--- src/rtl/acr_pkg.sv ---
package acr_pkg;
  // ----------------------------------------
  // register offsets (byte offsets on an 8-bit space)
  // ----------------------------------------
  localparam logic [7:0] OFS_PORT_A_PINS      = 8'h05;
  localparam logic [7:0] OFS_CONVERTER_CTRL   = 8'h08;
  localparam logic [7:0] OFS_INTERRUPT_CTRL   = 8'h0B;
  localparam logic [7:0] OFS_INTERRUPT_CTRL_H = 8'h8B;
  localparam logic [7:0] OFS_PORT_A_DIR       = 8'h85;
  localparam logic [7:0] OFS_PIN_CONFIG       = 8'h88;
  localparam logic [7:0] OFS_CONV_RESULT      = 8'h89;
  localparam logic [7:0] OFS_IRQ_STATUS       = 8'hC0;
  localparam logic [7:0] OFS_IRQ_ENABLE       = 8'hC1;
  localparam logic [7:0] OFS_IRQ_CLEAR        = 8'hC2;

  // ----------------------------------------
  // converter_control field positions
  // ----------------------------------------
  localparam int BIT_POWER_ON   = 0;
  localparam int BIT_DONE_FLAG  = 1;
  localparam int BIT_GO         = 2;
  localparam int BIT_CHAN_LO    = 3;
  localparam int BIT_CHAN_HI    = 4;
  localparam int BIT_CLK_LO     = 6;
  localparam int BIT_CLK_HI     = 7;
  localparam logic [7:0] CTRL_WMASK   = 8'hDF;
  // interrupt_control fields
  localparam int BIT_CONV_IRQ_EN   = 6;
  localparam int BIT_GLOBAL_IRQ_EN = 7;

  // ----------------------------------------
  // reset values
  // ----------------------------------------
  localparam logic [7:0] RST_CONVERTER_CTRL = 8'h00;
  localparam logic [7:0] RST_INTERRUPT_CTRL = 8'h00;
  localparam logic [7:0] RST_PORT_A_DIR     = 8'h1F;
  localparam logic [7:0] RST_PIN_CONFIG     = 8'h00;
  localparam logic [7:0] RST_PORT_A_OUT     = 8'h00;
  localparam logic [7:0] PORT_A_MASK        = 8'h1F;
  localparam logic [7:0] PIN_CFG_MASK       = 8'h03;

  // ----------------------------------------
  // clock select codes and timing
  // ----------------------------------------
  localparam logic [1:0] CLKSEL_DIV2  = 2'h0;
  localparam logic [1:0] CLKSEL_DIV8  = 2'h1;
  localparam logic [1:0] CLKSEL_DIV32 = 2'h2;
  localparam logic [1:0] CLKSEL_RC    = 2'h3;
  localparam int CLK_NS           = 100;
  localparam int RC_TAD_NS        = 4000;
  localparam int RC_TAD_CYC       = RC_TAD_NS / CLK_NS;
  localparam int INSTR_CYC        = 4;
  localparam int CONV_BITS        = 8;
  localparam int SETUP_TADS       = 2;
  localparam int CODE_STEPS       = 256;

  // converter states, counting up in binary along the usual path
  typedef enum logic [1:0] {
    ST_IDLE  = 2'b00,
    ST_DELAY = 2'b01,
    ST_CONV  = 2'b11,
    ST_SETUP = 2'b10
  } acr_state_t;
endpackage

--- src/rtl/acr_tad_gen.sv ---
`timescale 1ns/1ns
// ----------------------------------------
// conversion clock tick generator
// ----------------------------------------
module acr_tad_gen
  import acr_pkg::*;
(
  input  wire logic       i_clk,
  input  wire logic       i_rst,
  input  wire logic       i_run,    // counts only while converting
  input  wire logic [1:0] i_sel,    // clock select code
  output logic            o_tick    // one cycle per conversion clock period
);
  logic [7:0] cnt;       // period counter
  logic [7:0] next_cnt;
  logic [7:0] limit;     // period minus one

  // period chosen from the select code
  always_comb begin
    case (i_sel)
      CLKSEL_DIV2:  limit = 8'h01;
      CLKSEL_DIV8:  limit = 8'h07;
      CLKSEL_DIV32: limit = 8'h1F;
      default:      limit = 8'(RC_TAD_CYC - 1);
    endcase
    // restart from zero whenever stopped
    if (!i_run || cnt >= limit) begin
      next_cnt = 8'h00;
    end else begin
      next_cnt = cnt + 8'h01;
    end
    o_tick = i_run && (cnt >= limit);
  end

  // counter register
  always_ff @(posedge i_clk or posedge i_rst) begin
    if (i_rst) begin
      cnt <= 8'h00;
    end else begin
      cnt <= next_cnt;
    end
  end
endmodule

--- src/rtl/acr_sar.sv ---
`timescale 1ns/1ns
// ----------------------------------------
// successive approximation bit engine
// ----------------------------------------
module acr_sar
  import acr_pkg::*;
(
  input  wire logic       i_clk,
  input  wire logic       i_rst,
  input  wire logic       i_start,   // load sample, begin at msb
  input  wire logic       i_abort,   // drop the trial silently
  input  wire logic       i_tick,    // one bit per tick
  input  wire logic       i_cmp_hi,  // comparator: input at or above trial code
  output logic [7:0]      o_trial,   // code presented to the dac
  output logic            o_done     // one-cycle pulse, o_trial final
);
  logic [7:0] trial;      // working code
  logic [7:0] bitp;       // bit under test
  logic [7:0] next_trial;
  logic [7:0] next_bitp;
  logic       done;       // last bit decided on the previous edge
  logic       next_done;

  // keep or drop the bit under test each tick
  always_comb begin
    next_trial = trial;
    next_bitp  = bitp;
    next_done  = 1'b0;
    if (i_abort) begin
      next_bitp = 8'h00;
    end else if (i_start) begin
      next_trial = 8'h80;
      next_bitp  = 8'h80;
    end else if (i_tick && bitp != 8'h00) begin
      // ideal binary coding: each kept bit is a 1/256 multiple
      if (!i_cmp_hi) begin
        next_trial = trial & ~bitp;
      end
      next_bitp  = bitp >> 1;
      next_trial = next_trial | (bitp >> 1);
      // flag one cycle later so the trial already holds bit zero
      next_done  = (bitp == 8'h01);
    end
  end

  // engine registers
  always_ff @(posedge i_clk or posedge i_rst) begin
    if (i_rst) begin
      trial <= 8'h00;
      bitp  <= 8'h00;
      done  <= 1'b0;
    end else begin
      trial <= next_trial;
      bitp  <= next_bitp;
      done  <= next_done;
    end
  end

  assign o_trial = trial;
  assign o_done  = done;
endmodule

--- src/rtl/acr_top.sv ---
// Decided for this implementation: the address-and-strobe port.
`timescale 1ns/1ns
// Contract
// RULE_01 - reset loads every register reset value
// RULE_02 - reset powers off, aborts, no completion
// RULE_03 - result register untouched by reset
// RULE_04 - unimplemented bits read zero, ignore writes
// RULE_05 - ideal 8-bit binary, 1/256 steps
// RULE_06 - software keeps conversion clock period legal
// RULE_07 - software picks rc clock before sleep
// RULE_08 - clearing go aborts, result kept
// RULE_09 - completion loads result, clears go, flags
// RULE_10 - clock code 11 is rc, sleeps
// RULE_11 - rc clock waits one instruction cycle
// RULE_12 - channel select picks one of four
module acr_top
  import acr_pkg::*;
(
  input  wire logic       i_clk,
  input  wire logic       i_rst,
  input  wire logic [7:0] i_addr,      // register address
  input  wire logic [7:0] i_wdata,     // write data
  input  wire logic       i_wr,        // write strobe
  input  wire logic       i_rd,        // read strobe
  output logic [7:0]      o_rdata,     // read data, cycle after i_rd
  input  wire logic       i_sleep,     // device is asleep
  input  wire logic [4:0] i_port_a,    // port a pin levels (async)
  output logic [4:0]      o_port_a,    // port a output values
  output logic [4:0]      o_port_a_oe, // port a drive enables
  input  wire logic       i_cmp_hi,    // comparator result (async)
  output logic [7:0]      o_dac_code,  // trial code to the dac
  output logic [1:0]      o_chan,      // channel to sample
  output logic            o_conv_on,   // analog power enable
  output logic            o_irq        // level interrupt
);
  // ----------------------------------------
  // registers and state
  // ----------------------------------------
  logic [7:0]  ctrl;        // converter_control
  logic [7:0]  intc;        // interrupt_control
  logic [7:0]  pdir;        // port_a_direction
  logic [7:0]  pcfg;        // pin_config
  logic [7:0]  pout;        // port_a output latch
  logic [7:0]  result;      // conversion_result, never reset
  logic [1:0]  irq_stat;    // sticky: bit0 done, bit1 abort
  logic [1:0]  irq_en;      // irq enable mask
  logic [7:0]  rdata;       // registered read data
  logic [1:0]  chan_lat;    // channel latched at acquisition
  logic [7:0]  dly;         // pre-conversion wait counter
  logic [1:0]  setup;       // setup tad counter
  acr_state_t  state;
  logic [7:0]  next_ctrl;
  logic [7:0]  next_intc;
  logic [7:0]  next_pdir;
  logic [7:0]  next_pcfg;
  logic [7:0]  next_pout;
  logic [7:0]  next_result;
  logic [1:0]  next_irq_stat;
  logic [1:0]  next_irq_en;
  logic [7:0]  next_rdata;
  logic [1:0]  next_chan_lat;
  logic [7:0]  next_dly;
  logic [1:0]  next_setup;
  acr_state_t  next_state;
  // synchronisers
  logic [2:0]  cmp_sync;    // comparator three-stage
  logic        cmp_stable;  // agreed comparator level
  logic [4:0]  pa_s1;       // port a stage one
  logic [4:0]  pa_s2;
  logic [4:0]  pa_s3;
  logic [4:0]  pa_stable;
  // engine links
  logic        tad_run;
  logic        tick;
  logic        sar_start;
  logic        sar_abort;
  logic        sar_done;
  logic [7:0]  trial;
  logic        ev_done;     // conversion finished this cycle
  logic        ev_abort;    // conversion abandoned this cycle

  // decode shared by the write path and the sequencer's go-clear check
  function automatic logic hit(input logic [7:0] a, input logic [7:0] o);
    hit = (a == o);
  endfunction

  // ----------------------------------------
  // input synchronisers
  // ----------------------------------------
  // change counts when stages two and three agree
  always_ff @(posedge i_clk or posedge i_rst) begin
    if (i_rst) begin
      cmp_sync   <= 3'h0;
      cmp_stable <= 1'b0;
      pa_s1      <= 5'h00;
      pa_s2      <= 5'h00;
      pa_s3      <= 5'h00;
      pa_stable  <= 5'h00;
    end else begin
      cmp_sync <= {cmp_sync[1:0], i_cmp_hi};
      if (cmp_sync[1] == cmp_sync[2]) begin
        cmp_stable <= cmp_sync[2];
      end
      pa_s1 <= i_port_a;
      pa_s2 <= pa_s1;
      pa_s3 <= pa_s2;
      pa_stable <= (pa_s2 & pa_s3) | (pa_stable & (pa_s2 | pa_s3));
    end
  end

  // ----------------------------------------
  // submodules
  // ----------------------------------------
  acr_tad_gen u_tad (
    .i_clk  (i_clk),
    .i_rst  (i_rst),
    .i_run  (tad_run),
    .i_sel  (ctrl[BIT_CLK_HI:BIT_CLK_LO]),
    .o_tick (tick)
  );

  acr_sar u_sar (
    .i_clk    (i_clk),
    .i_rst    (i_rst),
    .i_start  (sar_start),
    .i_abort  (sar_abort),
    .i_tick   (tick),
    .i_cmp_hi (cmp_stable),
    .o_trial  (trial),
    .o_done   (sar_done)
  );

  // ----------------------------------------
  // converter sequencer
  // ----------------------------------------
  // conversion timing and abort decisions
  always_comb begin
    logic go;
    logic rc_sel;
    logic clr_go;
    go            = ctrl[BIT_GO];
    rc_sel        = (ctrl[BIT_CLK_HI:BIT_CLK_LO] == CLKSEL_RC);
    clr_go        = i_wr && hit(i_addr, OFS_CONVERTER_CTRL) && !i_wdata[BIT_GO];
    next_state    = state;
    next_dly      = dly;
    next_setup    = setup;
    next_chan_lat = chan_lat;
    sar_start     = 1'b0;
    sar_abort     = 1'b0;
    ev_done       = 1'b0;
    ev_abort      = 1'b0;
    tad_run       = 1'b0;
    // RULE_12 channel sampled at acquisition
    if (state == ST_IDLE) begin
      next_chan_lat = ctrl[BIT_CHAN_HI:BIT_CHAN_LO];
    end
    case (state)
      ST_IDLE: begin
        if (go && ctrl[BIT_POWER_ON]) begin
          // RULE_11 rc waits one instruction
          next_dly   = rc_sel ? 8'(INSTR_CYC - 1) : 8'h00;
          next_state = ST_DELAY;
        end
      end
      ST_DELAY: begin
        if (dly == 8'h00) begin
          next_setup = 2'(SETUP_TADS);
          next_state = ST_SETUP;
        end else begin
          next_dly = dly - 8'h01;
        end
      end
      ST_SETUP: begin
        tad_run = 1'b1;
        if (tick) begin
          next_setup = setup - 2'h1;
          if (setup == 2'h1) begin
            sar_start  = 1'b1;
            next_state = ST_CONV;
          end
        end
      end
      ST_CONV: begin
        tad_run = 1'b1;
        if (sar_done) begin
          ev_done    = 1'b1;
          next_state = ST_IDLE;
        end
      end
      default: begin
        next_state = ST_IDLE;
      end
    endcase
    // RULE_08 abort on go clear
    // RULE_10 only rc survives sleep
    if (state != ST_IDLE && !ev_done &&
        (clr_go || !ctrl[BIT_POWER_ON] || (i_sleep && !rc_sel))) begin
      sar_abort  = 1'b1;
      ev_abort   = 1'b1;
      next_state = ST_IDLE;
    end
  end

  // ----------------------------------------
  // register file next values
  // ----------------------------------------
  always_comb begin
    logic [7:0] wctrl;
    wctrl         = (i_wdata & CTRL_WMASK) | (ctrl & ~CTRL_WMASK);
    next_ctrl     = ctrl;
    next_intc     = intc;
    next_pdir     = pdir;
    next_pcfg     = pcfg;
    next_pout     = pout;
    next_result   = result;
    next_irq_en   = irq_en;
    next_irq_stat = irq_stat;
    next_rdata    = 8'h00;
    // RULE_04 masked writes keep unused bits zero
    if (i_wr) begin
      if (hit(i_addr, OFS_CONVERTER_CTRL)) begin
        next_ctrl = wctrl & 8'hDF;
      end
      if (hit(i_addr, OFS_INTERRUPT_CTRL) || hit(i_addr, OFS_INTERRUPT_CTRL_H)) begin
        next_intc = i_wdata;
      end
      if (hit(i_addr, OFS_PORT_A_DIR)) begin
        next_pdir = i_wdata & PORT_A_MASK;
      end
      if (hit(i_addr, OFS_PIN_CONFIG)) begin
        next_pcfg = i_wdata & PIN_CFG_MASK;
      end
      if (hit(i_addr, OFS_PORT_A_PINS)) begin
        next_pout = i_wdata & PORT_A_MASK;
      end
      if (hit(i_addr, OFS_CONV_RESULT)) begin
        next_result = i_wdata;
      end
      if (hit(i_addr, OFS_IRQ_ENABLE)) begin
        next_irq_en = i_wdata[1:0];
      end
      if (hit(i_addr, OFS_IRQ_CLEAR)) begin
        next_irq_stat = irq_stat & ~i_wdata[1:0];
      end
    end
    // aborted go stays cleared even if power dropped
    if (ev_abort) begin
      next_ctrl[BIT_GO] = 1'b0;
    end
    // RULE_09 load result, clear go, flag
    if (ev_done) begin
      next_result = trial;
      next_ctrl[BIT_GO]        = 1'b0;
      next_ctrl[BIT_DONE_FLAG] = 1'b1;
      next_irq_stat[0]         = 1'b1;
    end
    if (ev_abort) begin
      next_irq_stat[1] = 1'b1;
    end
    // read mux, unmapped reads return zero
    if (i_rd) begin
      case (i_addr)
        OFS_CONVERTER_CTRL:   next_rdata = ctrl;
        OFS_INTERRUPT_CTRL:   next_rdata = intc;
        OFS_INTERRUPT_CTRL_H: next_rdata = intc;
        OFS_PORT_A_DIR:       next_rdata = pdir;
        OFS_PIN_CONFIG:       next_rdata = pcfg;
        OFS_PORT_A_PINS:      next_rdata = {3'h0, pa_stable};
        OFS_CONV_RESULT:      next_rdata = result;
        OFS_IRQ_STATUS:       next_rdata = {6'h00, irq_stat};
        OFS_IRQ_ENABLE:       next_rdata = {6'h00, irq_en};
        default:              next_rdata = 8'h00;
      endcase
    end
  end

  // ----------------------------------------
  // registers with reset
  // ----------------------------------------
  // RULE_01 reset values loaded
  // RULE_02 reset idles the sequencer
  always_ff @(posedge i_clk or posedge i_rst) begin
    if (i_rst) begin
      ctrl     <= RST_CONVERTER_CTRL;
      intc     <= RST_INTERRUPT_CTRL;
      pdir     <= RST_PORT_A_DIR;
      pcfg     <= RST_PIN_CONFIG;
      pout     <= RST_PORT_A_OUT;
      irq_stat <= 2'h0;
      irq_en   <= 2'h0;
      rdata    <= 8'h00;
      chan_lat <= 2'h0;
      dly      <= 8'h00;
      setup    <= 2'h0;
      state    <= ST_IDLE;
    end else begin
      ctrl     <= next_ctrl;
      intc     <= next_intc;
      pdir     <= next_pdir;
      pcfg     <= next_pcfg;
      pout     <= next_pout;
      irq_stat <= next_irq_stat;
      irq_en   <= next_irq_en;
      rdata    <= next_rdata;
      chan_lat <= next_chan_lat;
      dly      <= next_dly;
      setup    <= next_setup;
      state    <= next_state;
    end
  end

  // RULE_03 result kept across reset
  always_ff @(posedge i_clk) begin
    result <= next_result;
  end

  // ----------------------------------------
  // outputs
  // ----------------------------------------
  // RULE_05 trial code drives the ideal dac
  assign o_dac_code  = trial;
  assign o_chan      = chan_lat;
  assign o_conv_on   = ctrl[BIT_POWER_ON] && !(i_sleep && ctrl[BIT_CLK_HI:BIT_CLK_LO] != CLKSEL_RC);
  assign o_rdata     = rdata;
  assign o_port_a    = pout[4:0];
  assign o_port_a_oe = ~pdir[4:0];
  // level irq from enabled sticky bits
  assign o_irq       = |(irq_stat & irq_en);
endmodule

--- config.mk ---
export PLATFORM = sky130hd
export DESIGN_NAME = acr_top
export DESIGN_NICKNAME = d
export VERILOG_FILES = /design/src/rtl/acr_pkg.sv /design/src/rtl/acr_tad_gen.sv /design/src/rtl/acr_sar.sv /design/src/rtl/acr_top.sv
export SDC_FILE = /design/constraint.sdc
export NUM_CORES = 1
export LEC_CHECK = 0
export BUFFER_PORTS_ARGS = -buffer_cell sky130_fd_sc_hd__buf_2
export CORE_UTILIZATION = 53
export DETAILED_ROUTE_END_ITERATION = 8
export PLACE_DENSITY = 0.76
export SYNTH_ARGS = -nofsm -noshare
export SYNTH_HDL_FRONTEND = slang
export SYNTH_HIERARCHICAL = 1
export SYNTH_SLANG_ARGS = --single-unit
--- constraint.sdc ---
create_clock -name i_clk -period 2.6 [get_ports i_clk]
set_input_delay 0.65 -clock i_clk [delete_from_list [all_inputs] [get_ports i_clk]]
set_output_delay 0.65 -clock i_clk [all_outputs]
set_load 0.1 [all_outputs]
* Word level (Yosys, flattened, before mapping)
Cells that the tools add are included.
** Cells by class
- Add/subtract/negate cells :: 3
- $lt $le $gt $ge :: 1
- Eq/ne operators :: 29
- Multiplexer cells :: 47
- Bitwise operators :: 12
- Reduce and logical (&&, ||, !) cells :: 55
** Operators by type and width (number)
- $mux 8 :: 16
- $pmux 8 s8 :: 1
- $eq 8x8->1 const B :: 7
- $reduce_and 2->1 :: 12
- $mux 2 :: 11
- $reduce_bool 2->1 :: 10
- $pmux 6 s3 :: 1
- $eq 8x4->1 const B :: 2
- $pmux 8 s2 :: 1
- $mux 1 :: 13
- $and 5x5->5 :: 2
- $logic_and 1x1->1 :: 10
- $or 5x5->5 :: 2
- $reduce_bool 3->1 :: 3
- $add 8x1->8 const B :: 1
- $and 8x8->8 :: 1
- $eq 2x2->1 const B :: 4
- $eq 8x1->1 const B :: 1
- $eq 8x3->1 const B :: 1
- $ge 8x6->1 :: 1
- $logic_not 8->1 :: 1
- $not 8->8 :: 1
- $or 8x7->8 :: 1
- $pmux 2 s4 :: 1
- 22 further kinds :: 43
** Storage, ports and cells
- Bits in registers :: 110
- Output and inout bits :: 30
- Word-level logic and storage cells :: 173

* Longest topological paths before layout
- Word-level depth :: 11
- Mapped depth :: 10

* Modules after synthesis
The synthesis kept the hierarchy.
** Modules (own cells, without submodules)
- acr_top :: instances 1, cells an instance 340, area each 3961.3 µm²
- acr_sar :: instances 1, cells an instance 62, area each 785.8 µm²
- acr_tad_gen :: instances 1, cells an instance 49, area each 461.7 µm²

* Worst setup path after synthesis
No wires, ideal clock.
- Kind :: input port to flip-flop
- From :: input port i_sleep
- To :: register u_sar.trial[2] (netlist: u_sar/o_trial[2])
- Data arrival time :: 3.931 ns
- Path slack :: -1.452 ns
- Cell stages on the path :: 5
- Path buffers :: 1
- Cell sequence :: a21boi_0 > a221oi_4 > buf_2 > nand4bb_1 > a32o_2
** On the way
- Cells in the longest elaborated chain, start to end :: 6
** Ends and longest elaborated chain
- start, declared :: RTL line acr_top.sv:26 : input wire logic i_sleep,
- $logic_and 1x1->1 :: RTL line acr_top.sv:197 : (clr_go || !ctrl[BIT_POWER_ON] || (i_sleep && !rc_sel))) begin
- $logic_or 1x1->1 :: RTL line acr_top.sv:197
- $logic_and 1x1->1 :: RTL line acr_top.sv:196 : if (state != ST_IDLE && !ev_done &&
- $mux 1
- via ev_abort :: RTL line acr_top.sv:80 : logic ev_abort;
- $not 1->1 (no source line)
- $reduce_and 2->1 (no source line)
- end signal, assigned :: RTL line acr_sar.sv:53 : trial <= next_trial;
- end, declared :: RTL line acr_sar.sv:17 : logic [7:0] trial;
The timed path passes the listed nets, and every way through them passes these cells.
A chain may end at the register's enable or synchronous reset.

* Worst setup path after layout
- From :: register ctrl[6]
- To :: output port o_conv_on
** On the way
- Cells in the longest elaborated chain, start to end :: 4
** Ends and longest elaborated chain
- start, declared :: RTL line acr_top.sv:39 : logic [7:0] ctrl;
- start signal, assigned :: RTL line acr_top.sv:297 : ctrl <= next_ctrl;
- $ne 2x2->1 :: RTL line acr_top.sv:323 : assign o_conv_on = ctrl[BIT_POWER_ON] && !(i_sleep && ctrl[BIT_CLK_HI:BIT_CLK_LO] != CLKSEL_RC);
- $logic_and 1x1->1 :: RTL line acr_top.sv:323
- $logic_not 1->1 :: RTL line acr_top.sv:323
- $logic_and 1x1->1 :: RTL line acr_top.sv:323
- end, declared :: RTL line acr_top.sv:33 : output logic o_conv_on,
Every way passes these cells.

==> impl_metrics.yaml <==
sta:
  fmax_mhz: 411
  tns_ns: 0
  hold_viol: 0
  slew_headroom_pct: 54.9
  finalCritPeriodShare_pct: 93.7
  rsz0062_at_grt: "false"
  worst-slew-pin-transition_ns: 0.674
  period_needed_ns: 2.44
  finalSetupViolCount: 0
  slew_violations: 0
  skew_ns: 0.0131
detailed_routing:
  antenna_left: 0
  avgRoutedWirePerCell_um: 17.5
  drt_iter0_drc: 236
  vias: 3911
  routed_wl_um: 11600
  drt-pass1-iter-count: 4
  viasPerCell: 5.92
  drc: 0
min_path:
  hold_class: "in2async"
yosys:
  synth.most_common_cell: "dfrtp_1"
  synth_fp_nets: 489
  ys_seq_area_share_pct: 53.7
  synth_top_area_share_pct: 46.6
  synthTopCellsByArea: "dfrtp_1 (47%), mux2_2 (8.0%), edfxtp_1 (4.6%)"
  synth_common_cells: "dfrtp_1 (97), mux2_2 (37), nand2_1 (37), nor2_1 (26), inv_1 (21)"
  synth_edf_count: 8
  syn_avg_cell_area_sq_um: 11.5
  synth_area_leader_cell: "dfrtp_1"
  yosys_register_bits: 110
  synth_ff_type: "dfrtp_1"
  syn_area_sq_um: 5210
  syn_inst: 451
  ys_types: 66
  synth_warnings: 6
  ys_async_sr_fraction_pct: 92.7
final_layout:
  syn_to_final_growth_pct: 15.2
  regArea_sq_um: 2800
  utilization_pct: 64.0
  multiInputGateArea_sq_um: 2240
  fillers: 787
  final_net_count: 565
  n_antenna_cell: 0
  instances_no_fill: 661
  drive_gt1_share_pct: 28.9
  fin_area_sq_um: 6000
worst_setup_path:
  worst-path-buf-inv: 2
  crit_family: "buffers and inverters"
  critPathLaunchType: "register"
  critPathMaxFanout: 4
  arrival_ns: 1.79
  rr_worst_depth: 9
  end_kind: "primary output"
  crit_required_ns: 1.95
  path_class: "reg2out"
  r2r-start: "ctrl[6]"
  worstReg2RegEnd: "u_sar/o_trial[2]"
  critPathMaxStageDelay_ns: 0.48
  r2r_slack_ns: 0.18
  path_cells: "buf_4 -> nand2_1 -> a21boi_2 -> buf_2"
  cp_slowest_cell: "buf_2"
clock_tree:
  clock_latency_ns: 0.38
  cts.htree.levels: 3
  cts_tree: "yes"
  cts_inserted_buffers: 9
  cts_buffer_depth: 2
  root_buffer: "clkbuf_8"
  clkTransAtPathRegs_ns: 0.11
  cts_sinks: 110
global_route:
  grt_pass1_vias: 3757
  antenna_found_initial: 0
  grt_pass1_wl_um: 19100
  grt_max_degree: 40
  grt_usage_pct: 24.7
  globalRouteOverflowTotal: 0
die:
  die_h_um: 101
  core_sq_um: 9370
  initial_utilization_pct: 55.6
  die-area_sq_um: 10200
  rows: 35
  io_pins: 57
  dieWidth_um: 101
run:
  drv_cap: 0
place:
  hpwl_um: 8660
  dpl.cell_count: 645
  place_area_sq_um: 5800
  io_buffer_count: 56
  gp_congestion: 0.921
pwr:
  vdd_drop_max_v: 0.000394
  cellPowerDensity_nw_per_um2: 675
  p_leak_nw: 2.66
outcome:
  outcome: "completed"
power breakdown:
part | total, mW | switching [mW] | internal, mW
Clock | 0.998 | 0.626 | 0.372
Sequential | 1.97 | 0.111 | 1.86
Combinational | 1.08 | 0.638 | 0.446
how the worst max path moves through the flow:
stage / from / to / slack [ns] / cells past startpoint
2_1_floorplan: i_addr[1] / u_sar/bitp[0] / -0.02 / 8
3_3_place_gp: i_addr[0] / u_sar/bitp[4] / -0.08 / 7
3_5_place_dp: i_addr[0] / u_sar/bitp[6] / -0.15 / 7
4_1_cts: ctrl[7] / o_conv_on / 0.13 / 3
5_1_grt: ctrl[7] / u_sar/o_trial[2] / 0.01 / 9
6_report: ctrl[6] / o_conv_on / 0.16 / 4
metrics by stage:
stage / power [mW] / hold slack, ns / setup slack, ns
2_1_floorplan: 2.77 / 0.331 / -0.0152
3_3_place_gp: 3.02 / 0.332 / -0.0755
3_5_place_dp: 3.07 / 0.341 / -0.153
4_1_cts: 4.06 / 0.249 / 0.131
5_1_grt: 4.29 / 0.251 / 0.0137
6_report: 4.05 / 0.252 / 0.165
cell type report:
cell class / instances / area share (%)
clock buffer: 9 / 2.07
clock inverter: 7 / 1.13
inverter: 21 / 1.38
multi-input combinational: 301 / 37.4
sequential: 110 / 46.7
tap: 129 / 2.69
timing repair buffer: 84 / 8.66
per-layer routing:
metal | part of all wire [%] | global-route usage (%)
met5 | 0 | 0
met4 | 1.6 | 9.03
met3 | 5.8 | 5.59
met2 | 48 | 37.6
met1 | 45 | 34.8
sequential cells by signal, summed over array words and instances, names as in the netlist:
name           flops
result             8
pcfg               2
pdir               5
intc               8
cmp_stable         1
pa_s3              5
pa_s1              5
pa_stable          5
dly                8
u_sar/o_trial      8
irq_stat           2
irq_en             2
state              2
u_sar/o_done       1
u_sar/bitp         8
pa_s2              5
cmp_sync           3
setup              2
o_chan             2
pout               5
o_rdata            8
u_tad/cnt          8
ctrl               7
what timing repair did:
item,in CTS,in global routing
hold buffers,0,0
endpoints found under the setup margin,0,1
resized for setup,0,1
setup buffers,0,0
endpoints found under the hold margin,0,0
cell families after synthesis:
| family | share of synthesized area, % |
|---|---|
| and+or+nand+nor | 16.4 |
| DFF | 53.7 |
| AOI/OAI and AO/OA | 11.6 |
| muxes | 10.3 |
| buffers and inverters | 3.27 |
| adders and majority gates | 3.80 |
| xor gates and xnor gates | 0.841 |
| other | 0.0720 |
cell usage in the layout (no fill, tap or decap), types with 3 or more instances in the layout:
cell / count
a22oi_1: 7
nand2b_1: 13
or3_1: 8
nor3_1: 7
inv_1: 20
dfrtp_1: 97
nor3b_1: 7
nor2_1: 26
o21ai_0: 11
nand2_1: 37
mux2i_1: 12
dfstp_2: 5
clkbuf_8: 9
buf_4: 25
a32oi_1: 5
a21o_1: 3
mux2_2: 37
edfxtp_1: 8
nand3_1: 11
xnor2_1: 4
a211oi_1: 3
buf_2: 56
nor4_1: 7
nand4bb_1: 7
maj3_1: 6
nand3b_1: 4
o211ai_1: 4
ha_1: 11
a21oi_1: 15
a32o_1: 11
and3_1: 5
Note: power is estimated with default switching activity, not from simulation.
